## src/common/udt_pkg.sv

```systemverilog
// Summary of operation
// Two cascaded count bytes form 16-bit counter.
// Select bit picks divide-by-12 or pin edges.
// Counter advances only while run bit set.
// Serial and capture bits choose three modes.
// Up/down enable lets direction pin steer counting.
// Up overflow sets flag, reloads from reload pair.
// Down match with reload sets flag, loads FFFFh.
// Up/down wraps toggle external flag, no interrupt.
// Clock-out mode counts at peripheral clock / 2.
// Clock-out overflows reload and raise no interrupt.
// Pin clock is clk / (4 x (65536 - reload)).
// Software sequence to start clock-out output.
// Baud and clock-out share one reload pair.
// Overflow flag only without serial selects; software clears.
// Direction pin fall captures or reloads, sets flag.
// Serial select forces auto-reload, overflow clocks serial.
// Output enable turns count pin into clock output.
// Clock-out pin toggles on every overflow.
package udt_pkg;

  localparam logic [7:0]  UDT_CTRL_OFS   = 8'h00;
  localparam logic [7:0]  UDT_MODE_OFS   = 8'h04;
  localparam logic [7:0]  UDT_COUNT_OFS  = 8'h08;
  localparam logic [7:0]  UDT_RELOAD_OFS = 8'h0c;
  localparam logic [7:0]  UDT_STAT_OFS   = 8'h10;
  localparam logic [7:0]  UDT_MASK_OFS   = 8'h14;

  localparam int          UDT_CTRL_OVF   = 7;
  localparam int          UDT_CTRL_EXT   = 6;
  localparam int          UDT_CTRL_RXC   = 5;
  localparam int          UDT_CTRL_TXC   = 4;
  localparam int          UDT_CTRL_EXEN  = 3;
  localparam int          UDT_CTRL_RUN   = 2;
  localparam int          UDT_CTRL_CTS   = 1;
  localparam int          UDT_CTRL_CAP   = 0;
  localparam int          UDT_MODE_OE    = 1;
  localparam int          UDT_MODE_UD    = 0;

  localparam int          UDT_IRQ_W      = 3;
  localparam int          UDT_IRQ_OVF    = 0;
  localparam int          UDT_IRQ_EXT    = 1;
  localparam int          UDT_IRQ_SER    = 2;

  localparam logic [7:0]  UDT_CTRL_RST   = 8'h00;
  localparam logic [1:0]  UDT_MODE_RST   = 2'h0;
  localparam logic [15:0] UDT_COUNT_RST  = 16'h0000;
  localparam logic [15:0] UDT_RELOAD_RST = 16'h0000;
  localparam logic [2:0]  UDT_MASK_RST   = 3'h0;

  localparam logic [15:0] UDT_COUNT_MAX  = 16'hffff;
  localparam logic [3:0]  UDT_TIMER_DIV  = 4'hc;
  localparam logic [3:0]  UDT_CLKOUT_DIV = 4'h2;

  typedef enum logic {UDT_APB_IDLE, UDT_APB_ACCESS} udt_apb_state_t;

endpackage

```

## src/hdl/udt_prescaler.sv

```systemverilog
`timescale 1ns/1ps
module udt_prescaler
  import udt_pkg::*;
#(
  parameter int DIV_W = 4
)
(
  input  wire logic             clk_sys,
  input  wire logic             rst,
  input  wire logic             ce,
  input  wire logic             enable,
  input  wire logic [DIV_W-1:0] divide,
  output logic                  tick
);

  logic [DIV_W-1:0] cnt_reg;

  // Restarts whenever disabled so the first tick after run is a full period;
  // a low clock enable only freezes it, so a paused timer keeps its phase
  always_ff @(posedge clk_sys)
  begin
    if (rst)
      cnt_reg <= '0;
    else if (ce)
    begin
      if (!enable || (cnt_reg >= divide - DIV_W'(1)))
        cnt_reg <= '0;
      else
        cnt_reg <= cnt_reg + DIV_W'(1);
    end
  end

  assign tick = ce && enable && (cnt_reg >= divide - DIV_W'(1));

endmodule

```

## src/hdl/udt_fall_detect.sv

```systemverilog
`timescale 1ns/1ps
module udt_fall_detect
#(
  parameter int W = 2
)
(
  input  wire logic         clk_sys,
  input  wire logic         rst,
  input  wire logic         ce,
  input  wire logic [W-1:0] sig,
  output logic      [W-1:0] fall
);

  logic [W-1:0] prev_reg;

  genvar i;
  generate
    for (i = 0; i < W; i++)
    begin : g_bit
      always_ff @(posedge clk_sys)
      begin
        if (rst)
          prev_reg[i] <= 1'b0;
        else if (ce)
          prev_reg[i] <= sig[i];
      end
      assign fall[i] = prev_reg[i] & ~sig[i];
    end
  endgenerate

endmodule

```

## src/hdl/udt_timer.sv

```systemverilog
`timescale 1ns/1ps
module udt_timer
  import udt_pkg::*;
#(
  parameter int ADDR_W = 8
)
(
  input  wire logic              clk_sys,
  input  wire logic              rst,
  input  wire logic              ce,
  input  wire logic              psel,
  input  wire logic              penable,
  input  wire logic              pwrite,
  input  wire logic [ADDR_W-1:0] paddr,
  input  wire logic [31:0]       pwdata,
  output logic      [31:0]       prdata,
  output logic                   pready,
  output logic                   pslverr,
  input  wire logic              count_pin_i,
  output logic                   count_pin_o,
  output logic                   count_pin_oe,
  input  wire logic              dir_pin_i,
  output logic                   serial_clk_tick,
  output logic                   timer_irq,
  output logic                   irq
);

  ////////////////////////////////////////////////////////////////////////////
  udt_apb_state_t       apb_state_reg;
  logic                 pready_reg;
  logic                 pslverr_reg;
  logic [31:0]          prdata_reg;
  logic [31:0]          rdata;
  logic                 hit;
  logic [7:0]           ctrl_reg;
  logic [1:0]           mode_reg;
  logic [7:0]           count_low_byte_reg;
  logic [7:0]           count_high_byte_reg;
  logic [7:0]           reload_low_byte_reg;
  logic [7:0]           reload_high_byte_reg;
  logic [UDT_IRQ_W-1:0] stat_reg;
  logic [UDT_IRQ_W-1:0] stat_next;
  logic [UDT_IRQ_W-1:0] stat_snap_reg;
  logic [UDT_IRQ_W-1:0] mask_reg;
  logic [UDT_IRQ_W-1:0] events;
  logic                 irq_reg;
  logic                 timer_irq_reg;
  logic                 count_pin_o_reg;
  logic                 count_pin_oe_reg;
  logic                 serial_tick_reg;
  logic                 access;
  logic                 wr_acc;
  logic                 rd_acc;
  logic                 wr_ctrl;
  logic                 wr_mode;
  logic                 wr_count;
  logic                 wr_reload;
  logic                 wr_mask;
  logic                 rd_stat;

  assign prdata          = prdata_reg;
  assign pready          = pready_reg;
  assign pslverr         = pslverr_reg;
  assign irq             = irq_reg;
  assign timer_irq       = timer_irq_reg;
  assign count_pin_o     = count_pin_o_reg;
  assign count_pin_oe    = count_pin_oe_reg;
  assign serial_clk_tick = serial_tick_reg;

  ////////////////////////////////////////////////////////////////////////////
  // APB slave: one wait-free access phase, pready rises on the access cycle

  assign access    = ce && psel && penable && pready_reg;
  assign wr_acc    = access && pwrite;
  assign rd_acc    = access && !pwrite;
  assign wr_ctrl   = wr_acc && (paddr == ADDR_W'(UDT_CTRL_OFS));
  assign wr_mode   = wr_acc && (paddr == ADDR_W'(UDT_MODE_OFS));
  assign wr_count  = wr_acc && (paddr == ADDR_W'(UDT_COUNT_OFS));
  assign wr_reload = wr_acc && (paddr == ADDR_W'(UDT_RELOAD_OFS));
  assign wr_mask   = wr_acc && (paddr == ADDR_W'(UDT_MASK_OFS));
  assign rd_stat   = rd_acc && (paddr == ADDR_W'(UDT_STAT_OFS));

  always_comb
  begin
    rdata = 32'h0000_0000;
    hit   = 1'b1;
    if (paddr == ADDR_W'(UDT_CTRL_OFS))
      rdata = {24'h00_0000, ctrl_reg};
    else if (paddr == ADDR_W'(UDT_MODE_OFS))
      rdata = {30'h0000_0000, mode_reg};
    else if (paddr == ADDR_W'(UDT_COUNT_OFS))
      rdata = {16'h0000, count_high_byte_reg, count_low_byte_reg};
    else if (paddr == ADDR_W'(UDT_RELOAD_OFS))
      rdata = {16'h0000, reload_high_byte_reg, reload_low_byte_reg};
    else if (paddr == ADDR_W'(UDT_STAT_OFS))
      rdata = {29'h0000_0000, stat_reg};
    else if (paddr == ADDR_W'(UDT_MASK_OFS))
      rdata = {29'h0000_0000, mask_reg};
    else
      hit = 1'b0;
  end

  // Read data and the status snapshot are taken in the setup cycle
  always_ff @(posedge clk_sys)
  begin
    if (rst)
    begin
      apb_state_reg <= UDT_APB_IDLE;
      pready_reg    <= 1'b0;
      pslverr_reg   <= 1'b0;
      prdata_reg    <= 32'h0000_0000;
      stat_snap_reg <= '0;
    end
    else if (ce)
    begin
      case (apb_state_reg)
        UDT_APB_IDLE:
        begin
          if (psel && !penable)
          begin
            apb_state_reg <= UDT_APB_ACCESS;
            pready_reg    <= 1'b1;
            pslverr_reg   <= !hit;
            prdata_reg    <= pwrite ? 32'h0000_0000 : rdata;
            stat_snap_reg <= stat_reg;
          end
        end
        default:
        begin
          apb_state_reg <= UDT_APB_IDLE;
          pready_reg    <= 1'b0;
          pslverr_reg   <= 1'b0;
        end
      endcase
    end
  end

  ////////////////////////////////////////////////////////////////////////////
  // Mode decode

  logic        serial_mode;
  logic        clkout_mode;
  logic        updown_mode;
  logic        autoreload;
  logic        count_up;
  logic        run;
  logic        presc_tick;
  logic [1:0]  falls;
  logic        step;
  logic [15:0] count_val;
  logic [15:0] reload_val;
  logic        wrap_up;
  logic        wrap_down;
  logic        wrap;
  logic        trig;
  logic        ovf_set;

  assign serial_mode = ctrl_reg[UDT_CTRL_RXC] | ctrl_reg[UDT_CTRL_TXC];
  assign clkout_mode = mode_reg[UDT_MODE_OE] & ~ctrl_reg[UDT_CTRL_CTS];
  assign autoreload  = serial_mode | ~ctrl_reg[UDT_CTRL_CAP];
  assign updown_mode = mode_reg[UDT_MODE_UD] & autoreload & ~serial_mode;
  assign count_up    = ~updown_mode | dir_pin_i;
  assign run         = ctrl_reg[UDT_CTRL_RUN];
  assign count_val   = {count_high_byte_reg, count_low_byte_reg};
  assign reload_val  = {reload_high_byte_reg, reload_low_byte_reg};

  udt_prescaler #(
    .DIV_W   (4)
  ) u_presc (
    .clk_sys (clk_sys),
    .rst     (rst),
    .ce      (ce),
    .enable  (run && !ctrl_reg[UDT_CTRL_CTS]),
    .divide  (clkout_mode ? UDT_CLKOUT_DIV : UDT_TIMER_DIV),
    .tick    (presc_tick)
  );

  udt_fall_detect #(
    .W       (2)
  ) u_fall (
    .clk_sys (clk_sys),
    .rst     (rst),
    .ce      (ce),
    .sig     ({dir_pin_i, count_pin_i}),
    .fall    (falls)
  );

  // An enabled output pin is never counted as its own input
  assign step = ce && run &&
                (ctrl_reg[UDT_CTRL_CTS] ? (falls[0] & ~mode_reg[UDT_MODE_OE]) : presc_tick);
  assign wrap_up   = step && count_up && (count_val == UDT_COUNT_MAX);
  assign wrap_down = step && !count_up && (count_val == reload_val);
  assign wrap      = wrap_up || wrap_down;
  // Direction pin is the count direction in up/down mode, so it triggers nothing
  assign trig      = ce && ctrl_reg[UDT_CTRL_EXEN] && !serial_mode && !updown_mode && falls[1];
  assign ovf_set   = wrap && !serial_mode && !clkout_mode;

  ////////////////////////////////////////////////////////////////////////////
  // Control and mode registers; hardware set beats a software clear

  always_ff @(posedge clk_sys)
  begin
    if (rst)
      ctrl_reg <= UDT_CTRL_RST;
    else if (ce)
    begin
      if (wr_ctrl)
        ctrl_reg <= pwdata[7:0];
      if (ovf_set)
        ctrl_reg[UDT_CTRL_OVF] <= 1'b1;
      if (trig)
        ctrl_reg[UDT_CTRL_EXT] <= 1'b1;
      else if (updown_mode && wrap)
        ctrl_reg[UDT_CTRL_EXT] <= ~ctrl_reg[UDT_CTRL_EXT];
    end
  end

  always_ff @(posedge clk_sys)
  begin
    if (rst)
      mode_reg <= UDT_MODE_RST;
    else if (wr_mode)
      mode_reg <= pwdata[1:0];
  end

  ////////////////////////////////////////////////////////////////////////////
  // Counter: low byte carries or borrows into the high byte

  always_ff @(posedge clk_sys)
  begin
    if (rst)
    begin
      count_low_byte_reg  <= UDT_COUNT_RST[7:0];
      count_high_byte_reg <= UDT_COUNT_RST[15:8];
    end
    else if (wr_count)
    begin
      count_low_byte_reg  <= pwdata[7:0];
      count_high_byte_reg <= pwdata[15:8];
    end
    else if (trig && !ctrl_reg[UDT_CTRL_CAP])
    begin
      count_low_byte_reg  <= reload_low_byte_reg;
      count_high_byte_reg <= reload_high_byte_reg;
    end
    else if (wrap_up)
    begin
      // Capture mode wraps freely; every other mode reloads
      count_low_byte_reg  <= autoreload ? reload_low_byte_reg : 8'h00;
      count_high_byte_reg <= autoreload ? reload_high_byte_reg : 8'h00;
    end
    else if (wrap_down)
    begin
      count_low_byte_reg  <= UDT_COUNT_MAX[7:0];
      count_high_byte_reg <= UDT_COUNT_MAX[15:8];
    end
    else if (step)
    begin
      if (count_up)
      begin
        count_low_byte_reg <= count_low_byte_reg + 8'h01;
        if (count_low_byte_reg == 8'hff)
          count_high_byte_reg <= count_high_byte_reg + 8'h01;
      end
      else
      begin
        count_low_byte_reg <= count_low_byte_reg - 8'h01;
        if (count_low_byte_reg == 8'h00)
          count_high_byte_reg <= count_high_byte_reg - 8'h01;
      end
    end
  end

  // One reload pair serves capture, auto-reload, baud and clock-out alike
  always_ff @(posedge clk_sys)
  begin
    if (rst)
    begin
      reload_low_byte_reg  <= UDT_RELOAD_RST[7:0];
      reload_high_byte_reg <= UDT_RELOAD_RST[15:8];
    end
    else if (wr_reload)
    begin
      reload_low_byte_reg  <= pwdata[7:0];
      reload_high_byte_reg <= pwdata[15:8];
    end
    else if (trig && ctrl_reg[UDT_CTRL_CAP])
    begin
      reload_low_byte_reg  <= count_low_byte_reg;
      reload_high_byte_reg <= count_high_byte_reg;
    end
  end

  ////////////////////////////////////////////////////////////////////////////
  // Pin and serial outputs

  always_ff @(posedge clk_sys)
  begin
    if (rst)
    begin
      count_pin_o_reg  <= 1'b0;
      count_pin_oe_reg <= 1'b0;
      serial_tick_reg  <= 1'b0;
    end
    else if (ce)
    begin
      count_pin_oe_reg <= mode_reg[UDT_MODE_OE];
      serial_tick_reg  <= wrap && serial_mode;
      if (clkout_mode && wrap)
        count_pin_o_reg <= ~count_pin_o_reg;
    end
  end

  ////////////////////////////////////////////////////////////////////////////
  // Interrupts: only bits already returned by the read are cleared

  assign events[UDT_IRQ_OVF] = ovf_set;
  assign events[UDT_IRQ_EXT] = trig;
  assign events[UDT_IRQ_SER] = wrap && serial_mode;
  assign stat_next = (stat_reg & ~(rd_stat ? stat_snap_reg : '0)) | (ce ? events : '0);

  always_ff @(posedge clk_sys)
  begin
    if (rst)
    begin
      stat_reg      <= '0;
      mask_reg      <= UDT_MASK_RST;
      irq_reg       <= 1'b0;
      timer_irq_reg <= 1'b0;
    end
    else if (ce)
    begin
      stat_reg <= stat_next;
      if (wr_mask)
        mask_reg <= pwdata[UDT_IRQ_W-1:0];
      irq_reg       <= |(stat_next & (wr_mask ? pwdata[UDT_IRQ_W-1:0] : mask_reg));
      // External flag raises no request in up/down mode
      timer_irq_reg <= ctrl_reg[UDT_CTRL_OVF] | (ctrl_reg[UDT_CTRL_EXT] & ~mode_reg[UDT_MODE_UD]);
    end
  end

  ////////////////////////////////////////////////////////////////////////////

  run_hold_a: assert property (@(posedge clk_sys) disable iff (rst)
    ce && !run && !wr_count && !trig |=> $stable(count_val))
    else $error("counter moved while stopped");

  up_reload_a: assert property (@(posedge clk_sys) disable iff (rst)
    wrap_up && autoreload && !wr_count && !trig |=> count_val == $past(reload_val))
    else $error("overflow did not reload");

  down_max_a: assert property (@(posedge clk_sys) disable iff (rst)
    wrap_down && !wr_count && !trig |=> count_val == 16'hffff)
    else $error("underflow did not load ffff");

  ovf_flag_a: assert property (@(posedge clk_sys) disable iff (rst)
    ce && wrap && !serial_mode && !clkout_mode |=> ctrl_reg[UDT_CTRL_OVF] ##1 timer_irq)
    else $error("overflow flag or request missing");

  serial_noflag_a: assert property (@(posedge clk_sys) disable iff (rst)
    ce && serial_mode && !ctrl_reg[UDT_CTRL_OVF] && !wr_ctrl |=> !ctrl_reg[UDT_CTRL_OVF])
    else $error("overflow flag set in serial mode");

  ext_toggle_a: assert property (@(posedge clk_sys) disable iff (rst)
    updown_mode && wrap && !wr_ctrl |=> ctrl_reg[UDT_CTRL_EXT] != $past(ctrl_reg[UDT_CTRL_EXT]))
    else $error("external flag did not toggle");

  clk_toggle_a: assert property (@(posedge clk_sys) disable iff (rst)
    ce && clkout_mode && wrap |=> count_pin_o != $past(count_pin_o))
    else $error("clock pin did not toggle");

  byte_carry_a: assert property (@(posedge clk_sys) disable iff (rst)
    step && count_up && !wrap && count_low_byte_reg == 8'hff && !wr_count && !trig
    |=> count_high_byte_reg == $past(count_high_byte_reg) + 8'h01 && count_low_byte_reg == 8'h00)
    else $error("low byte carry lost");

  capture_a: assert property (@(posedge clk_sys) disable iff (rst)
    trig && ctrl_reg[UDT_CTRL_CAP] && !wr_reload |=> reload_val == $past(count_val))
    else $error("capture missed");

  pin_enable_a: assert property (@(posedge clk_sys) disable iff (rst)
    ce && mode_reg[UDT_MODE_OE] |=> count_pin_oe)
    else $error("clock output not enabled");

endmodule

```

## config.mk

```make
export PLATFORM = sky130hd
export DESIGN_NAME = udt_timer
export DESIGN_NICKNAME = d
export VERILOG_FILES = /design/src/common/udt_pkg.sv /design/src/hdl/udt_prescaler.sv /design/src/hdl/udt_fall_detect.sv /design/src/hdl/udt_timer.sv
export SDC_FILE = /design/constraint.sdc
export NUM_CORES = 1
export LEC_CHECK = 0
export BUFFER_PORTS_ARGS = -buffer_cell sky130_fd_sc_hd__buf_2
export CORE_UTILIZATION = 55
export DETAILED_ROUTE_END_ITERATION = 12
export PLACE_DENSITY = 0.78
export RECOVER_POWER = 25
export SLEW_MARGIN = 20
export SYNTH_ARGS = -nofsm -noshare
export SYNTH_HDL_FRONTEND = slang
export SYNTH_SLANG_ARGS = --single-unit
```

## constraint.sdc

```tcl
create_clock -name clk_sys -period 4.3 [get_ports clk_sys]
set_input_delay 0.645 -clock clk_sys [delete_from_list [all_inputs] [get_ports clk_sys]]
set_output_delay 0.645 -clock clk_sys [all_outputs]
set_load 0.01 [all_outputs]
```

==> flow_summary.yaml <==
worst_hold_path:
  hp-start: "ctrl_reg[4]"
  min_to: "ctrl_reg[4]"
  holdCritPathClass: "register to register"
  worstHoldPathCells: 2
power:
  p_sw_share_pct: 24.7
  power_density_nw_per_um2: 268
  intPower_mw: 1.10
  p_seq_share_pct: 51.6
  ir_drop_mv: 0.189
  combPwrFrac_pct: 5.0
  p_switching_mw: 0.361
  leakagePower_nw: 2.24
  p_clk_share_pct: 43.4
route:
  wl_met3_um: 1160
  top_layer: "met4"
  wl_met1_um: 6090
  routed_wl_um: 13900
  drcViolationCount: 10
  wire_per_inst_um: 18.0
  viasPerCell: 6.36
  wl_met2_um: 6260
  ant_nets: 0
  drt_iter0_drc: 425
  vias: 4919
  drt_first_pass_iters: 9
final_layout:
  regArea_um2: 1620
  area_growth_pct: 8.44
  n_antenna_cell: 0
  postLayoutCellArea_um2: 5460
  multi_input_area_um2: 3130
  drive_gt1_share_pct: 10.4
  fin_nets: 727
  fillers: 787
  largest_reg_flops: 16
synthesis:
  ys.warnings.count: 0
  synth_top_cell_area_share_pct: 32.2
  synth_seq_cells: 81
  yosysMostFrequentCell: "nor2_1"
  netlist_instances: 630
  synth_edf_count: 0
  synth_area_leaders: "dfxtp_1, nor2_1, a21oi_1"
  synth_area_leader_cell: "dfxtp_1"
  yosysSeqAreaShare_pct: 32.2
  synthFlopType: "dfxtp_1"
  postSynthAreaPerCell_um2: 8.00
  netlist-cell-type-count: 69
  syn-cell-area_um2: 5040
  synth_common_cells: "nor2_1, dfxtp_1, a21oi_1, nand2_1, clkbuf_1"
  async_flop_share_pct: 0
global_routing:
  antenna_found_initial: 0
  grt_max_degree: 55
  grt_overflow: 0
  grt_pass1_vias: 4701
  grt_pass1_wl_um: 23200
  track_usage_pct: 30.3
setup_path:
  cpPeakStageDelay_ns: 0.54
  critPathKind: "register to register"
  critPathSlowestCell: "or3_1"
  end_kind: "register"
  required_ns: 4.62
  r2r_cells: 12
  rr_endpoint: "count_high_byte_reg[7]"
  reg2reg_slack_ns: 0.73
  crit_path_start_kind: "register"
  critPathArrivalTime_ns: 3.89
  path_cells: "nand2b_4 -> or3_1 -> inv_1 -> ha_1 -> a211oi_1 -> o21ai_0 -> a21oi_1 -> o21bai_1 -> a21o_1 -> xnor2_1 -> a221oi_2 -> o221a_1"
  critical_path.reg2reg.startpoint: "mode_reg[0]"
  cp_max_fo: 14
die:
  coreArea_um2: 8810
  start_util_pct: 57.2
  die_h_um: 97.7
  row_count: 34
  die_width_um: 97.7
  ios: 87
  dieArea_um2: 9550
clock_network:
  cts_resized: 0
  post-cts-setup-buffers: 0
  cts_inserted_buffers: 9
  postCtsHoldBufs: 0
  cts_tree: "done"
  clk_pin_slew_ns: 0.09
  htreeDepth: 3
  insertion_delay_ns: 0.37
  root_buffer: "clkbuf_8"
  clk_path_buf_depth: 2
  cts.sinks: 81
timing:
  fin_tns_setup_ns: 0
  max_slew_margin_pct: -64.0
  fmax_ghz: 0.280
  setup_viol: 0
  slew_viol_final: 55
  final_hold_viol_count: 0
  fin_crit_ns: 3.57
  finClkSkew_ns: 0.0185
  rsz0062_at_grt: "false"
  worst-slew-pin-transition_ns: 2.46
  period_share_pct: 83.1
outcome:
  status: "complete, but fails checks"
  violations: "DRC, capacitance limit, slew limit"
placement:
  dpl.hpwl_um: 9770
  placed_cell_area_um2: 5280
  io_buffers: 54
  place_congestion: 0.972
job:
  drv_cap: 1
[routing by layer]
layer | vias to the layer above | GRT usage [%]
li1 | 2323 | -
met1 | 2306 | 40.5
met2 | 254 | 47.9
met3 | 36 | 4.82
met4 | 0 | 14.2
met5 | - | 0
[cells by family after synthesis]
logic type / count (synthesis) / share of synthesized area, %
AND/OR/NAND/NOR: 229 / 22.3
AO/OA/AOI/OAI: 179 / 24.5
buffers and inverters: 71 / 6.83
XOR/XNOR: 29 / 5.04
adder cells (fa/ha/maj): 17 / 4.52
flip-flops: 81 / 32.2
other: 1 / 0.0744
multiplexers: 23 / 4.57
[layout make-up]
class | instances | area share (%)
multi-input combinational | 493 | 57.3
sequential | 81 | 29.7
timing repair buffer | 63 | 5.68
tap | 108 | 2.47
clock buffer | 9 | 2.27
clock inverter | 6 | 1.67
inverter | 14 | 0.962
[cell usage in the layout, fill, tap and decap left out, types with 3 or more instances in the layout]
cell type	n
nor3b_1	3
xor2_1	18
xnor2_1	11
a222oi_1	8
nor3_1	7
nand2b_1	9
nor2_1	98
and3_1	6
o22ai_1	6
conb_1	16
a22o_1	7
a21oi_1	56
a21boi_0	3
buf_2	32
clkbuf_1	22
a211oi_1	24
nor4_1	5
inv_1	14
nor2b_1	7
a22oi_1	13
buf_4	9
nand3_1	7
or3_1	3
o211ai_1	3
a221oi_1	3
clkbuf_8	9
dfxtp_1	81
o21a_1	4
a2111oi_0	4
ha_1	15
and4_1	3
a21o_1	6
nand4_1	9
nand2_1	54
o21ai_0	16
nor4_4	3
mux2i_1	23
[how the worst max path moves through the flow]
stage | from | end | slack, ns
3_5_place_dp | dir_pin_i | count_high_byte_reg[7] | 0.58
4_1_cts | ctrl_reg[0] | count_high_byte_reg[7] | 0.80
2_1_floorplan | dir_pin_i | count_low_byte_reg[7] | 1.12
6_report | mode_reg[0] | count_high_byte_reg[7] | 0.73
3_3_place_gp | dir_pin_i | count_low_byte_reg[7] | 0.68
5_1_grt | ctrl_reg[0] | count_high_byte_reg[7] | 0.50
[power by group through the flow]
stage                     clock network (mW)  registers [mW]  logic [mW]
final                                  0.635           0.754      0.0733
after global routing                   0.658           0.755      0.0800
after CTS                              0.631           0.754      0.0725
after detailed placement                   0           0.772      0.0722
after global placement                     0           0.771      0.0711
after floorplan                            0           0.772      0.0521
[through the flow]
stage	cells	setup slack, ns	util, %	hold WS (ns)	power, mW
floorplan	645	1.12	-	0.440	0.824
global placement	759	0.679	59.9	0.459	0.842
detailed placement	759	0.582	59.9	0.474	0.844
CTS	774	0.795	62.4	0.486	1.46
global route	774	0.501	62.0	0.521	1.49
finish	774	0.728	62.0	0.488	1.46
[worst max-delay path: cells and delay by family (launching register included)]
family	cells	cell delay, ns
DFF	1	0.50
adders and majority gates	1	0.34
buffers and inverters	1	0.48
xor gates and xnor gates	1	0.15
and+or+nand+nor	2	0.63
AOI/OAI and AO/OA	7	1.42
Power figures use the tool's default switching activity.
